## config.mk

```make
export PLATFORM = sky130hd
export DESIGN_NAME = irs_mode_seq
export DESIGN_NICKNAME = d
export VERILOG_FILES = /design/src/logic/irs_pkg.sv /design/src/logic/irs_reg_if.sv /design/src/logic/irs_avg.sv /design/src/logic/irs_mode_seq.sv /design/src/logic/irs_spi_slave.sv
export SDC_FILE = /design/constraint.sdc
export NUM_CORES = 1
export LEC_CHECK = 0
export BUFFER_PORTS_ARGS = -buffer_cell sky130_fd_sc_hd__buf_2
export CAP_MARGIN = 10
export CORE_UTILIZATION = 39
export CTS_CLUSTER_DIAMETER = 100
export DETAILED_ROUTE_END_ITERATION = 16
export PLACE_DENSITY_LB_ADDON = 0.12
export SYNTH_ARGS = -nofsm -noshare
export SYNTH_HDL_FRONTEND = slang
export SYNTH_SLANG_ARGS = --single-unit
```

## constraint.sdc

```tcl
create_clock -name clk -period 10.25 [get_ports clk]
set_clock_uncertainty 0.15 [all_clocks]
set_input_delay 0 -clock clk [delete_from_list [all_inputs] [get_ports clk]]
set_output_delay 0 -clock clk [all_outputs]
set_load 0.02 [all_outputs]
```

## src/logic/irs_pkg.sv

```systemverilog
// constants shared by the ir sensor mode sequencer modules
// assumes a single 40 MHz core clock; times are converted here

package irs_pkg;

	// ****************************************
	// clock and time conversion
	// ****************************************
	localparam int unsigned CLK_HZ     = 40_000_000;
	localparam int unsigned CYC_PER_US = CLK_HZ / 1_000_000;

	// ****************************************
	// register offsets (7-bit serial address)
	// ****************************************
	localparam logic [6:0] ADDR_AVG_CFG = 7'h10;
	localparam logic [6:0] ADDR_RATE    = 7'h20;
	localparam logic [6:0] ADDR_MODE    = 7'h21;
	localparam logic [6:0] ADDR_STATUS  = 7'h23;
	localparam logic [6:0] ADDR_ALGO    = 7'h25;
	localparam logic [6:0] ADDR_OBJ_L   = 7'h26;
	localparam logic [6:0] ADDR_OBJ_H   = 7'h27;
	localparam logic [6:0] ADDR_AMB_L   = 7'h28;
	localparam logic [6:0] ADDR_AMB_H   = 7'h29;

	// ****************************************
	// field positions and reset values
	// ****************************************
	localparam int unsigned OBJ_AVG_LSB = 0;
	localparam int unsigned AMB_AVG_LSB = 4;
	localparam int unsigned ODR_LSB     = 0;
	localparam int unsigned ONESHOT_BIT = 0;
	localparam int unsigned NEW_SAMPLE_FLAG_BIT    = 2;
	localparam int unsigned SPI_RW_BIT  = 7;
	localparam logic [7:0] AVG_CFG_RST  = 8'h03;
	localparam logic [7:0] RATE_RST     = 8'h00;
	localparam logic [7:0] MODE_RST     = 8'h00;
	localparam logic [3:0] ODR_FASTEST  = 4'h8;

	// pin order in the synchroniser: cs, spc, sdi
	localparam int unsigned PIN_CS  = 0;
	localparam int unsigned PIN_SPC = 1;
	localparam int unsigned PIN_SDI = 2;
	localparam logic [2:0] PIN_RST  = 3'h3;

	// ****************************************
	// averaging and rate tables
	// ****************************************
	localparam logic [3:0] OBJ_AVG_SHIFT [8] = '{4'h1, 4'h3, 4'h5, 4'h7,
		4'h8, 4'h9, 4'hA, 4'hB};
	localparam logic [3:0] AMB_AVG_SHIFT [4] = '{4'h3, 4'h2, 4'h1, 4'h0};
	localparam logic [3:0] ODR_MAX_CODE  [8] = '{4'h8, 4'h8, 4'h8, 4'h6,
		4'h5, 4'h4, 4'h3, 4'h2};

	localparam int unsigned CONV_TIME_US [8] = '{5500, 6300, 9100, 20700,
		36100, 67000, 128600, 252000};
	// indexed by rate code minus one
	localparam int unsigned ODR_PERIOD_US [8] = '{4000000, 2000000,
		1000000, 500000, 250000, 126000, 66670, 33330};

	localparam int unsigned CONV_CYC_DEF [8] = '{
		CONV_TIME_US[0] * CYC_PER_US, CONV_TIME_US[1] * CYC_PER_US,
		CONV_TIME_US[2] * CYC_PER_US, CONV_TIME_US[3] * CYC_PER_US,
		CONV_TIME_US[4] * CYC_PER_US, CONV_TIME_US[5] * CYC_PER_US,
		CONV_TIME_US[6] * CYC_PER_US, CONV_TIME_US[7] * CYC_PER_US};
	localparam int unsigned ODR_CYC_DEF [8] = '{
		ODR_PERIOD_US[0] * CYC_PER_US, ODR_PERIOD_US[1] * CYC_PER_US,
		ODR_PERIOD_US[2] * CYC_PER_US, ODR_PERIOD_US[3] * CYC_PER_US,
		ODR_PERIOD_US[4] * CYC_PER_US, ODR_PERIOD_US[5] * CYC_PER_US,
		ODR_PERIOD_US[6] * CYC_PER_US, ODR_PERIOD_US[7] * CYC_PER_US};

	typedef enum logic [1:0] {
		MODE_PD,
		MODE_ONE,
		MODE_CONT
	} irs_mode_t;

endpackage

```

## src/logic/irs_reg_if.sv

```systemverilog
// register access strobes between the serial slave and the sequencer
// assumes both ends run on the same core clock

`timescale 1ns/1ps
`default_nettype none

interface irs_reg_if;
	logic       rd;
	logic       wr;
	logic [6:0] addr;
	logic [7:0] wdata;
	logic [7:0] rdata;

	modport master (
		output rd,
		output wr,
		output addr,
		output wdata,
		input  rdata
	);
	modport slave (
		input  rd,
		input  wr,
		input  addr,
		input  wdata,
		output rdata
	);
endinterface

`default_nettype wire

```

## src/logic/irs_avg.sv

```systemverilog
// power-of-two sample averager for one temperature channel
// assumes samples arrive as single-cycle strobes on the core clock

`timescale 1ns/1ps
`default_nettype none

module irs_avg #(
	parameter int unsigned W     = 16,
	parameter int unsigned CNT_W = 12
) (
	input  wire logic                clk,
	input  wire logic                rst_b,
	input  wire logic                clear,
	input  wire logic                in_vld,
	input  wire logic signed [W-1:0] in_data,
	input  wire logic [3:0]          shift,
	output logic signed [W-1:0]      avg,
	output logic                     done
);
	logic signed [W+CNT_W-1:0] acc_q;
	logic [CNT_W-1:0]          cnt_q;
	logic [CNT_W-1:0]          target;
	logic signed [W+CNT_W-1:0] acc_sh;

	assign target = CNT_W'(1) << shift;
	assign done   = (cnt_q == target);
	// sum is exact, so an arithmetic shift gives the mean rounded down
	assign acc_sh = acc_q >>> shift;
	assign avg    = acc_sh[W-1:0];

	always_ff @(posedge clk or negedge rst_b) begin
		if (!rst_b) begin
			acc_q <= '0;
			cnt_q <= '0;
		end else if (clear) begin
			acc_q <= '0;
			cnt_q <= '0;
		end else if (in_vld && !done) begin
			acc_q <= acc_q + {{CNT_W{in_data[W-1]}}, in_data};
			cnt_q <= cnt_q + CNT_W'(1);
		end
	end
endmodule

`default_nettype wire

```

## src/logic/irs_mode_seq.sv

```systemverilog
// operating-mode sequencer of an infrared temperature sensor
// assumes an analog front end that strobes raw samples while enabled
// and an algorithm engine that reports three event flags

`timescale 1ns/1ps
`default_nettype none

// Notes on behaviour
// RULE1 - three modes: power-down, one-shot, continuous
// RULE2 - ambient averaging code picks 8, 4, 2, 1
// RULE3 - object averaging code picks 2 to 2048
// RULE4 - outputs hold averaged values in every mode
// RULE5 - after boot device sits in power-down
// RULE6 - power-down stops acquisition, serial port alive
// RULE7 - power-down keeps config and last outputs
// RULE8 - rate code zero means power-down
// RULE9 - host drains data-ready before stopping continuous
// RULE10 - reading event flags clears data-ready
// RULE11 - host triggers one-shot only from power-down
// RULE12 - one-shot acquires once, self-clears trigger
// RULE13 - host keeps rate zero in one-shot use
// RULE14 - conversion time follows object averaging code
// RULE15 - host respects one-shot maximum trigger rate
// RULE16 - one-shot skips detection algorithms
// RULE17 - continuous refreshes outputs once per period
// RULE18 - nonzero rate starts sampling at coded rate
// RULE19 - data-ready sets on new set, sticky
// RULE20 - too-fast rate clamps to fastest allowed
// RULE21 - one-shot completion also sets data-ready
// RULE22 - output set updates as one coherent unit
module irs_mode_seq #(
	parameter int unsigned W            = 16,
	parameter int unsigned CONV_CYC [8] = irs_pkg::CONV_CYC_DEF,
	parameter int unsigned ODR_CYC  [8] = irs_pkg::ODR_CYC_DEF
) (
	input  wire logic         clk,
	input  wire logic         rst_b,
	input  wire logic         spc,
	input  wire logic         spi_cs_b,
	input  wire logic         sdio_i,
	output logic              sdio_o,
	output logic              sdio_oe_b,
	output logic              fe_enable,
	input  wire logic         sample_vld,
	input  wire logic [W-1:0] obj_raw,
	input  wire logic [W-1:0] amb_raw,
	output logic              algo_run,
	input  wire logic [2:0]   algo_events
);
	// ****************************************
	// serial register port
	// ****************************************
	irs_reg_if bus ();

	irs_spi_slave u_spi (
		.clk       (clk),
		.rst_b     (rst_b),
		.spc       (spc),
		.spi_cs_b  (spi_cs_b),
		.sdio_i    (sdio_i),
		.sdio_o    (sdio_o),
		.sdio_oe_b (sdio_oe_b),
		.bus       (bus.master)
	);

	// ****************************************
	// configuration registers
	// ****************************************
	logic [7:0] avg_cfg_q;
	logic [7:0] rate_q;
	logic [7:0] mode_ctl_q;
	logic       oneshot_q;
	logic       new_sample_flag_q;
	logic       wr_avg;
	logic       wr_rate;
	logic       wr_mode;
	logic       rd_algo;

	assign wr_avg  = bus.wr && bus.addr == irs_pkg::ADDR_AVG_CFG;
	assign wr_rate = bus.wr && bus.addr == irs_pkg::ADDR_RATE;
	assign wr_mode = bus.wr && bus.addr == irs_pkg::ADDR_MODE;
	assign rd_algo = bus.rd && bus.addr == irs_pkg::ADDR_ALGO;

	// held in every mode; only the host changes them
	always_ff @(posedge clk or negedge rst_b) begin
		if (!rst_b) begin
			avg_cfg_q  <= irs_pkg::AVG_CFG_RST; // [RULE2] [RULE3]
			rate_q     <= irs_pkg::RATE_RST; // [RULE5]
			mode_ctl_q <= irs_pkg::MODE_RST;
		end else begin
			if (wr_avg) begin
				avg_cfg_q <= bus.wdata; // [RULE7]
			end
			if (wr_rate) begin
				rate_q <= bus.wdata;
			end
			if (wr_mode) begin
				mode_ctl_q <= bus.wdata;
			end
		end
	end

	logic [2:0] obj_sel;
	logic [1:0] amb_sel;
	logic [3:0] rate_code;
	logic [3:0] req_code;
	logic [3:0] max_code;
	logic [3:0] eff_code;
	logic       odr_zero;

	assign obj_sel   = avg_cfg_q[irs_pkg::OBJ_AVG_LSB +: 3];
	assign amb_sel   = avg_cfg_q[irs_pkg::AMB_AVG_LSB +: 2];
	assign rate_code = rate_q[irs_pkg::ODR_LSB +: 4];
	assign odr_zero  = (rate_code == 4'h0); // [RULE8]
	// any code with the top bit set selects the fastest rate
	assign req_code  = rate_code[3] ? irs_pkg::ODR_FASTEST : rate_code;
	assign max_code  = irs_pkg::ODR_MAX_CODE[obj_sel];
	assign eff_code  = (req_code > max_code) ? max_code : req_code; // [RULE20]

	// ****************************************
	// mode sequencing
	// ****************************************
	irs_pkg::irs_mode_t mode_q;
	irs_pkg::irs_mode_t mode_d;
	logic               acq_busy_q;
	logic               acq_start;
	logic               acq_done;
	logic               publish;
	logic               oneshot_end;
	logic [31:0]        conv_cnt_q;
	logic [31:0]        per_cnt_q;
	logic               obj_done;
	logic               amb_done;

	assign acq_done = acq_busy_q && conv_cnt_q == 32'h0 &&
		obj_done && amb_done;

	always_comb begin
		mode_d    = mode_q;
		acq_start = 1'b0;
		case (mode_q)
			irs_pkg::MODE_PD: begin
				if (!odr_zero) begin
					mode_d    = irs_pkg::MODE_CONT; // [RULE18]
					acq_start = 1'b1;
				end else if (oneshot_q) begin
					mode_d    = irs_pkg::MODE_ONE; // [RULE1]
					acq_start = 1'b1;
				end
			end
			irs_pkg::MODE_ONE: begin
				// a single set, then back to rest
				if (acq_done) begin
					mode_d = irs_pkg::MODE_PD; // [RULE12]
				end
			end
			irs_pkg::MODE_CONT: begin
				if (odr_zero) begin
					mode_d = irs_pkg::MODE_PD; // [RULE8]
				end else if (per_cnt_q == 32'h0) begin
					acq_start = 1'b1; // [RULE17]
				end
			end
			default: begin
				mode_d = irs_pkg::MODE_PD;
			end
		endcase
	end

	// a set cut short by leaving continuous mode is dropped
	assign publish = acq_done &&
		!(mode_q == irs_pkg::MODE_CONT && odr_zero); // [RULE7]
	assign oneshot_end = acq_done && mode_q == irs_pkg::MODE_ONE;

	always_ff @(posedge clk or negedge rst_b) begin
		if (!rst_b) begin
			mode_q <= irs_pkg::MODE_PD; // [RULE5]
		end else begin
			mode_q <= mode_d;
		end
	end

	// period timer; rate changes take effect at the next period
	always_ff @(posedge clk or negedge rst_b) begin
		if (!rst_b) begin
			per_cnt_q <= '0;
		end else if (acq_start) begin
			per_cnt_q <= ODR_CYC[3'(eff_code - 4'h1)] - 32'h1; // [RULE18]
		end else if (per_cnt_q != 32'h0) begin
			per_cnt_q <= per_cnt_q - 32'h1;
		end
	end

	// conversion timer and front-end power
	always_ff @(posedge clk or negedge rst_b) begin
		if (!rst_b) begin
			acq_busy_q <= 1'b0;
			conv_cnt_q <= '0;
		end else if (acq_start) begin
			acq_busy_q <= 1'b1;
			conv_cnt_q <= CONV_CYC[obj_sel] - 32'h1; // [RULE14]
		end else if (acq_done || mode_d == irs_pkg::MODE_PD) begin
			acq_busy_q <= 1'b0; // [RULE6]
		end else if (conv_cnt_q != 32'h0) begin
			conv_cnt_q <= conv_cnt_q - 32'h1;
		end
	end

	assign fe_enable = acq_busy_q; // [RULE6]
	assign algo_run  = (mode_q == irs_pkg::MODE_CONT); // [RULE16]

	// trigger bit: a host write beats the self-clear
	always_ff @(posedge clk or negedge rst_b) begin
		if (!rst_b) begin
			oneshot_q <= 1'b0;
		end else if (wr_mode) begin
			oneshot_q <= bus.wdata[irs_pkg::ONESHOT_BIT];
		end else if (oneshot_end) begin
			oneshot_q <= 1'b0; // [RULE12]
		end
	end

	// ****************************************
	// averaging and output registers
	// ****************************************
	logic signed [W-1:0] obj_avg;
	logic signed [W-1:0] amb_avg;
	logic                take;

	assign take = sample_vld && acq_busy_q;

	irs_avg #(.W(W)) u_obj_avg (
		.clk     (clk),
		.rst_b   (rst_b),
		.clear   (acq_start),
		.in_vld  (take),
		.in_data (obj_raw),
		.shift   (irs_pkg::OBJ_AVG_SHIFT[obj_sel]), // [RULE3]
		.avg     (obj_avg),
		.done    (obj_done)
	);

	irs_avg #(.W(W)) u_amb_avg (
		.clk     (clk),
		.rst_b   (rst_b),
		.clear   (acq_start),
		.in_vld  (take),
		.in_data (amb_raw),
		.shift   (irs_pkg::AMB_AVG_SHIFT[amb_sel]), // [RULE2]
		.avg     (amb_avg),
		.done    (amb_done)
	);

	logic [W-1:0] obj_out_q;
	logic [W-1:0] amb_out_q;
	logic [7:0]   obj_hi_q;
	logic [7:0]   amb_hi_q;

	// both channels land in the same edge
	always_ff @(posedge clk or negedge rst_b) begin
		if (!rst_b) begin
			obj_out_q <= '0;
			amb_out_q <= '0;
		end else if (publish) begin
			obj_out_q <= obj_avg; // [RULE4] [RULE22]
			amb_out_q <= amb_avg; // [RULE22]
		end
	end

	// low-byte read freezes the high byte so a pair never mixes sets
	always_ff @(posedge clk or negedge rst_b) begin
		if (!rst_b) begin
			obj_hi_q <= '0;
			amb_hi_q <= '0;
		end else if (bus.rd) begin
			if (bus.addr == irs_pkg::ADDR_OBJ_L) begin
				obj_hi_q <= obj_out_q[15:8]; // [RULE22]
			end
			if (bus.addr == irs_pkg::ADDR_AMB_L) begin
				amb_hi_q <= amb_out_q[15:8];
			end
		end
	end

	// data-ready: a new set beats a clearing read in the same cycle
	always_ff @(posedge clk or negedge rst_b) begin
		if (!rst_b) begin
			new_sample_flag_q <= 1'b0;
		end else if (publish) begin
			new_sample_flag_q <= 1'b1; // [RULE19] [RULE21]
		end else if (rd_algo) begin
			new_sample_flag_q <= 1'b0; // [RULE10]
		end
	end

	// ****************************************
	// read data
	// ****************************************
	always_comb begin
		bus.rdata = 8'h00;
		case (bus.addr)
			irs_pkg::ADDR_AVG_CFG: bus.rdata = avg_cfg_q;
			irs_pkg::ADDR_RATE:    bus.rdata = rate_q;
			irs_pkg::ADDR_MODE: begin
				bus.rdata = mode_ctl_q;
				bus.rdata[irs_pkg::ONESHOT_BIT] = oneshot_q;
			end
			irs_pkg::ADDR_STATUS: begin
				bus.rdata[irs_pkg::NEW_SAMPLE_FLAG_BIT] = new_sample_flag_q;
			end
			irs_pkg::ADDR_ALGO:  bus.rdata = {5'h00, algo_events};
			irs_pkg::ADDR_OBJ_L: bus.rdata = obj_out_q[7:0];
			irs_pkg::ADDR_OBJ_H: bus.rdata = obj_hi_q;
			irs_pkg::ADDR_AMB_L: bus.rdata = amb_out_q[7:0];
			irs_pkg::ADDR_AMB_H: bus.rdata = amb_hi_q;
			default:             bus.rdata = 8'h00;
		endcase
	end
endmodule

`default_nettype wire

```

## src/logic/irs_spi_slave.sv

```systemverilog
// 3-wire serial register port: command byte then data bytes, msb first
// assumes spc idles high; pins are asynchronous to clk

`timescale 1ns/1ps
`default_nettype none

module irs_spi_slave (
	input  wire logic     clk,
	input  wire logic     rst_b,
	input  wire logic     spc,
	input  wire logic     spi_cs_b,
	input  wire logic     sdio_i,
	output logic          sdio_o,
	output logic          sdio_oe_b,
	irs_reg_if.master     bus
);
	// ****************************************
	// pin synchronisers
	// ****************************************
	logic [2:0] pin_raw;
	logic [2:0] s1_q;
	logic [2:0] s2_q;
	logic [2:0] s3_q;
	logic [2:0] filt_q;
	logic [2:0] prev_q;

	assign pin_raw = {sdio_i, spc, spi_cs_b};

	genvar gi;
	generate
		for (gi = 0; gi < 3; gi++) begin : g_sync
			// a level counts only once stage two and three agree
			always_ff @(posedge clk or negedge rst_b) begin
				if (!rst_b) begin
					s1_q[gi]   <= irs_pkg::PIN_RST[gi];
					s2_q[gi]   <= irs_pkg::PIN_RST[gi];
					s3_q[gi]   <= irs_pkg::PIN_RST[gi];
					filt_q[gi] <= irs_pkg::PIN_RST[gi];
					prev_q[gi] <= irs_pkg::PIN_RST[gi];
				end else begin
					s1_q[gi]   <= pin_raw[gi];
					s2_q[gi]   <= s1_q[gi];
					s3_q[gi]   <= s2_q[gi];
					prev_q[gi] <= filt_q[gi];
					if (s2_q[gi] == s3_q[gi]) begin
						filt_q[gi] <= s3_q[gi];
					end
				end
			end
		end
	endgenerate

	logic cs_act;
	logic spc_rise;
	logic spc_fall;
	logic sdi;

	assign cs_act   = ~filt_q[irs_pkg::PIN_CS];
	assign spc_rise = filt_q[irs_pkg::PIN_SPC] & ~prev_q[irs_pkg::PIN_SPC];
	assign spc_fall = ~filt_q[irs_pkg::PIN_SPC] & prev_q[irs_pkg::PIN_SPC];
	assign sdi      = filt_q[irs_pkg::PIN_SDI];

	// ****************************************
	// frame state
	// ****************************************
	logic [2:0] bit_q;
	logic       cmd_q;
	logic       rw_q;
	logic [6:0] addr_q;
	logic [7:0] rx_q;
	logic [7:0] tx_q;
	logic       oe_q;
	logic [7:0] rx_d;

	assign rx_d      = {rx_q[6:0], sdi};
	assign bus.addr  = addr_q;
	assign bus.wdata = rx_d;
	assign bus.wr    = cs_act & spc_rise & cmd_q & ~rw_q & (bit_q == 3'h7);
	// fetch lazily on the falling edge so no byte past the last is read
	assign bus.rd    = cs_act & spc_fall & cmd_q & rw_q & (bit_q == 3'h0);
	assign sdio_o    = tx_q[7];
	assign sdio_oe_b = ~oe_q;

	always_ff @(posedge clk or negedge rst_b) begin
		if (!rst_b) begin
			bit_q <= '0;
			cmd_q <= 1'b0;
			rw_q  <= 1'b0;
			rx_q  <= '0;
		end else if (!cs_act) begin
			bit_q <= '0;
			cmd_q <= 1'b0;
		end else if (spc_rise) begin
			rx_q  <= rx_d;
			bit_q <= bit_q + 3'h1;
			if (bit_q == 3'h7 && !cmd_q) begin
				cmd_q <= 1'b1;
				rw_q  <= rx_d[irs_pkg::SPI_RW_BIT];
			end
		end
	end

	// auto-increment after every data byte
	always_ff @(posedge clk or negedge rst_b) begin
		if (!rst_b) begin
			addr_q <= '0;
		end else if (cs_act && spc_rise && bit_q == 3'h7 && !cmd_q) begin
			addr_q <= rx_d[6:0];
		end else if (bus.wr || bus.rd) begin
			addr_q <= addr_q + 7'h01;
		end
	end

	always_ff @(posedge clk or negedge rst_b) begin
		if (!rst_b) begin
			tx_q <= '0;
			oe_q <= 1'b0;
		end else if (!cs_act) begin
			oe_q <= 1'b0;
		end else if (bus.rd) begin
			tx_q <= bus.rdata;
			oe_q <= 1'b1;
		end else if (spc_fall && cmd_q && rw_q) begin
			tx_q <= {tx_q[6:0], 1'b0};
		end
	end
endmodule

`default_nettype wire

```

# Word level (Yosys, flattened, before mapping)
# Memories as Yosys holds them, arrays and structs flattened.
# Cells that the tools add are included.
[word_totals]
ff_bits = 262
mem_bits_ro = 576
in_bits = 41
wordCells = 204
mem_count = 4
[op_classes]
add_sub_neg = 11
magnitude_cmp = 4
eq_ne = 18
shifts = 4
mux = 56
bitwise = 18
reduce_logical = 52
[memory_table]
columns = ["name", "depth", "word_bits", "rd", "rd_ports_with_merged_regs", "write_ports", "line", "text"]
rows = [
  ["(no name shown)", 8, 32, 1, 0, 0, "irs_mode_seq.sv:201", "conv_cnt_q <= CONV_CYC[obj_sel] - 32'h1;"],
  ["(no name shown)", 8, 32, 1, 0, 0, "irs_mode_seq.sv:188", "per_cnt_q <= ODR_CYC[3'(eff_code - 4'h1)] - 32'h1;"],
  ["(no name shown)", 8, 4, 1, 0, 0, "irs_mode_seq.sv:238", ".shift (irs_pkg::OBJ_AVG_SHIFT[obj_sel]),"],
  ["(no name shown)", 8, 4, 1, 0, 0, "irs_mode_seq.sv:117", "assign max_code = irs_pkg::ODR_MAX_CODE[obj_sel];"],
]
[op_table]
columns = ["op", "n"]
rows = [
  ["2-to-1 mux 32 bit", 9],
  ["subtractor 32 x 1 -> 32 bit, second input constant", 4],
  ["2-to-1 mux 28 bit", 4],
  ["zero test 32 bit", 2],
  ["nonzero test 32 bit", 2],
  ["adder 28 bit", 2],
  ["== test 7 x 6 -> 1 bit, second input constant", 8],
  [">>> shifter 28 x 4 -> 16 bit", 2],
  ["2-to-1 mux 12 bit", 4],
  ["one-hot mux 5 bit (7 select lines)", 1],
  ["2-to-1 mux 4 bit", 7],
  ["adder 12 x 1 -> 12 bit, second input constant", 2],
  ["== test 12 bit", 2],
  ["nonzero test 2 bit", 12],
  ["<< shifter 1 x 4 -> 12 bit, first input constant", 2],
  ["logical AND 1 bit", 19],
  ["2-to-1 mux 8 bit", 2],
  ["one-hot mux 2 bit (8 select lines)", 1],
  ["2-to-1 mux 1 bit", 15],
  ["2-to-1 mux 7 bit", 2],
  ["AND reduction 2 bit", 6],
  ["bitwise AND 1 bit", 10],
  ["2-to-1 mux 3 bit", 3],
  ["one-hot mux 1 bit (9 select lines)", 1],
  ["other kinds (25)", 41],
]

# Longest topological paths before layout
[depth]
word_depth = 14
depth_mapped = 19

# Cells and area by module
# A second synthesis with hierarchy kept.
[unflattened]
hier_cells = 1977
area_unflattened_um2 = 18570.3
[by_module_without_submodules]
columns = ["mod", "n_inst", "cells_per_inst", "area_per_inst_um2"]
rows = [
  ["irs_avg", 2, 535, 4544.4],
  ["irs_mode_seq", 1, 750, 7688.6],
  ["irs_spi_slave", 1, 157, 1793.0],
]

# Least setup slack after synthesis
# Ideal clock, no wire load.
[synth_timing]
kind = "reg2reg"
start = "register avg_cfg_q[0]"
end = "register per_cnt_q[30]"
setup_ns = 0.122
t_arrival_ns = 4.720
required_time_ns = 9.978
setup_slack_ns = 5.258
stages_incl_launch_ff = 16
path_cell_list = "dfstp_2 > nand2b_1 > clkbuf_1 > inv_1 > clkbuf_1 > ha_1 > and4_1 > a21oi_1 > mux2i_1 > inv_1 > ha_1 > xnor2_1 > o21ai_0 > or3_4 > or4_1 > a32o_1"
[synth_via]
elab_chain_len = 13
[synth_rtl]
columns = ["element", "line", "text"]
rows = [
  ["from (decl)", "irs_mode_seq.sv:69", "logic [7:0] avg_cfg_q;"],
  ["from (signal assigned)", "irs_mode_seq.sv:87", "avg_cfg_q <= irs_pkg::AVG_CFG_RST;"],
  ["from (signal assigned)", "irs_mode_seq.sv:92", "avg_cfg_q <= bus.wdata;"],
  ["inverter 3 -> 4 bit (not written as such) *", "irs_mode_seq.sv:117", ""],
  ["memory read (8 x 4 bit) *", "-", ""],
  ["2-to-1 mux 4 bit (not written as such) * (2 in a row)", "irs_mode_seq.sv:117", ""],
  ["greater-than comparator 4 bit", "irs_mode_seq.sv:118", "assign eff_code = (req_code > max_code) ? max_code : req_code;"],
  ["2-to-1 mux 3 bit *", "irs_mode_seq.sv:118", ""],
  ["subtractor 3 x 1 -> 3 bit *", "irs_mode_seq.sv:188", ""],
  ["inverter 3 -> 4 bit (not written as such) *", "irs_mode_seq.sv:188", ""],
  ["memory read (8 x 32 bit) *", "-", ""],
  ["2-to-1 mux 32 bit (not written as such) * (2 in a row)", "irs_mode_seq.sv:188", ""],
  ["subtractor 32 x 1 -> 32 bit *", "irs_mode_seq.sv:188", ""],
  ["2-to-1 mux 32 bit *", "irs_mode_seq.sv:187", "end else if (acq_start) begin"],
  ["to (signal assigned)", "irs_mode_seq.sv:188", ""],
  ["to (signal assigned)", "irs_mode_seq.sv:190", "per_cnt_q <= per_cnt_q - 32'h1;"],
  ["to (decl)", "irs_mode_seq.sv:131", "logic [31:0] per_cnt_q;"],
]
# Mark *: on every way between the ends. The rest lies on a longest branch, timed or not. The select of a mux whose other input is x is not followed.
# A chain may end at the register's enable or synchronous reset.

# Final worst setup path
[layout_timing]
start = "register avg_cfg_q[2]"
end = "register per_cnt_q[30]"
# The elaborated chain is that of the path after synthesis.

==> results_dict.tcl <==
set metrics [dict create \
    start_util_pct 39.9 \
    reg2reg_slack_ns 3.74 \
    wirelength_um 40400 \
    power_mw 2.31 \
    seq_area_frac_synth_pct 39.4 \
    cp.required_ns 10.55 \
    cts.repair.resized 0 \
    critical_path_arrival_ns 6.81 \
    synth_cell_types 84 \
    first_global_vias 12673 \
    io_buffers 44 \
    failed_checks "hold timing" \
    tritoncts "yes" \
    htreeDepth 1 \
    pin_count 45 \
    syn-cell-area_um2 16000 \
    crit_path_end_kind "flip-flop" \
    yosysWarnings 0 \
    dr.first_iter.drc_count 737 \
    drt_pre_antenna_iters 5 \
    hold_path_class "in2async" \
    dieArea_um2 41800 \
    p_leak_nw 8.46 \
    clk_latency_ns 0.57 \
    die_x_um 204 \
    ir_drop_mv 0.158 \
    drive_gt1_share_pct 14.8 \
    rr_startpoint "avg_cfg_q[2]" \
    reg2regPathDepth 14 \
    post_drt_via_cell_ratio 5.58 \
    status "complete, but fails checks" \
    synth.avg_cell_area_um2 9.40 \
    root_buffer "clkbuf_16" \
    synthMuxAreaShare_pct 12.3 \
    max_freq_ghz 0.154 \
    synth_top_family_by_area "simple AND/OR/NAND/NOR gates" \
    synth_compound_area_share_pct 16.3 \
    wl_per_cell_um 17.4 \
    finalCritPeriodShare_pct 63.5 \
    grt_max_degree 120 \
    final-max-slew-violation-count 0 \
    hold_violations 5 \
    drtAntennaViolNets 0 \
    synth_edf_count 0 \
    setup_viol 0 \
    drc 0 \
    crit_fanout 61 \
    whs_ns -0.00698 \
    gp_congestion 0.852 \
    synth-xor-area-share_pct 5.37 \
    r2r_end "per_cnt_q[30]" \
    core_um2 40100 \
    cts_buffers 30 \
    clk_pin_slew_worst_paths_ns 0.06 \
    fin_setup_tns_ns 0 \
    ctsLongestPathBuffers 3 \
    synthSimpleGateAreaFrac_pct 17.9 \
    die_h_um 204 \
    synth_top_flop_cell "dfrtp_1" \
    synth-async-reset-ratio_pct 100 \
    startpoint_type "flip-flop" \
    cap_viol_max_count 0 \
    grt.overflow.total 0 \
    slew_headroom_pct 24.4 \
    tightestPinTransition_ns 1.12 \
    std_cell_rows 73 \
    grt_usage_pct 19.9 \
    grt_pass1_wl_um 67800 \
    vias 12907 \
    areaGrowthSynthToFinish_pct 14.7 \
    antenna_cells 0 \
    cp-startpoint "avg_cfg_q[2]" \
    ctsHoldBuffers 52 \
    cts_sinks 251 \
    power.density_nw_per_um2 126 \
    crit_type "reg2reg" \
    synth_fa_ha_area_share_pct 5.92 \
    fin_nets 1878 \
    syn-num-nets 1815 \
    ys_ff_latch 251 \
    rsz0062_at_grt "no" \
    synthCells 1702 \
    dp_hpwl_um 28000 \
    period_minus_slack_ns 6.51 \
    cts_setup_buffers 0 \
    cp-endpoint "per_cnt_q[30]" \
    antenna_found_initial 0 \
]
-- registers in the layout (all words and copies together) (netlist names), 12 cells and up --
register	count
amb_out_q	16
conv_cnt_q	32
obj_out_q	16
per_cnt_q	32
u_amb_avg.acc_q	19
u_amb_avg.cnt_q	12
u_obj_avg.acc_q	27
u_obj_avg.cnt_q	12
-- cell type report --
cell class                 instances  area (µm²)
tap                              525         657
multi-input combinational       1334        9270
clock inverter                    21         283
sequential                       251        6300
clock buffer                      35         821
timing repair buffer             114         886
fill                            3823       21800
inverter                          34         128
-- metal layers --
metal	GRT usage, %	vias up	share of wire [%]
met5	0	-	0
met4	5.81	0	2.7
met3	2.35	64	3.7
met2	30.7	258	44
met1	29.0	6249	49
li1	-	6336	-
-- report_power, final --
group | internal, mW | total, mW | leakage [nW] | switching, mW
sequential | 1.01 | 1.04 | 3.43 | 0.0275
combinational | 0.0457 | 0.100 | 4.51 | 0.0544
clock | 0.725 | 1.18 | 0.519 | 0.452
-- Yosys cell counts (12+ instances only) --
master / instances / share of area [%]
nor3_1: 44 / 1.4
inv_1: 31 / 0.73
o31ai_1: 14 / 0.66
nor4_1: 17 / 0.67
nand3_1: 38 / 1.2
buf_1: 21 / 0.49
nand4_1: 17 / 0.67
a21oi_1: 143 / 4.5
xor2_1: 38 / 2.1
xnor2_1: 60 / 3.3
or2_2: 13 / 0.51
clkbuf_1: 59 / 1.4
nor2b_1: 12 / 0.47
a31oi_1: 18 / 0.70
mux4_2: 25 / 3.5
nor2_1: 182 / 4.3
and3_1: 14 / 0.55
o21ai_0: 67 / 2.1
or3_1: 19 / 0.74
a21o_1: 26 / 1.2
nand2_1: 178 / 4.2
a22oi_1: 14 / 0.66
dfrtp_1: 240 / 38
nand2b_1: 17 / 0.67
mux2i_1: 58 / 3.6
mux2_2: 73 / 5.1
a211oi_1: 33 / 1.5
ha_1: 70 / 5.5
-- cells by family (layout without fill, tap and decap cells) --
group           count (synthesis)  after routing
flops                         251            251
mux                           156            156
buf+inv                       117            204
compound gates                408            408
simple gates                  597            597
xor+xnor                       98             98
fa+ha+maj                      75             75
-- cell usage in the layout (no fill, tap or decap), drive strengths merged, types with 20 or more instances in the layout --
cell	count
a21o	26
dlygate4sd3	52
mux2	73
a21oi	144
nor3	45
clkbuf	35
ha	70
buf	62
nand3	39
mux4	25
dfrtp	240
a211oi	33
inv	34
xnor2	60
nor2	182
o21ai	67
xor2	38
or3	20
nand2	178
mux2i	58
-- stage by stage --
step	setup slack, ns	hold slack, ns	util (%)	cell area, µm²	std cells
3_5_place_dp	3.83	-0.0432	41.7	16700	2206
6_report	3.74	-0.00698	45.7	18300	2314
3_3_place_gp	4.02	-0.0452	41.7	16700	2206
5_1_grt	3.43	0.0732	45.7	18300	2314
4_1_cts	3.83	0.0165	45.7	18300	2314
2_1_floorplan	5.26	-0.446	-	16000	1702
-- worst max-delay path, stage by stage, from the launching register on --
cell and delay, ns:
dfrtp_2 1.02, nand2b_1 0.54, inv_1 0.53, ha_1 0.31, and4_1 0.14, a21oi_1 0.31, mux2i_1 0.94, inv_1 0.35
ha_1 0.34, xor2_1 0.16, buf_4 0.23, a2bb2oi_1 0.18, or3_4 0.42, or4_1 0.48, a32o_1 0.26
-- worst min path at each step --
stage | to | slack, ns | depth (start not counted)
2_1_floorplan | amb_hi_q[0] | -0.45 | 0
3_3_place_gp | u_spi.s1_q[0] | -0.05 | 1
3_5_place_dp | u_spi.s1_q[1] | -0.04 | 1
4_1_cts | u_obj_avg.acc_q[7] | 0.02 | 7
5_1_grt | conv_cnt_q[1] | 0.07 | 2
6_report | conv_cnt_q[26] | -0.007 | 2
(Power assumes the default switching activity.)
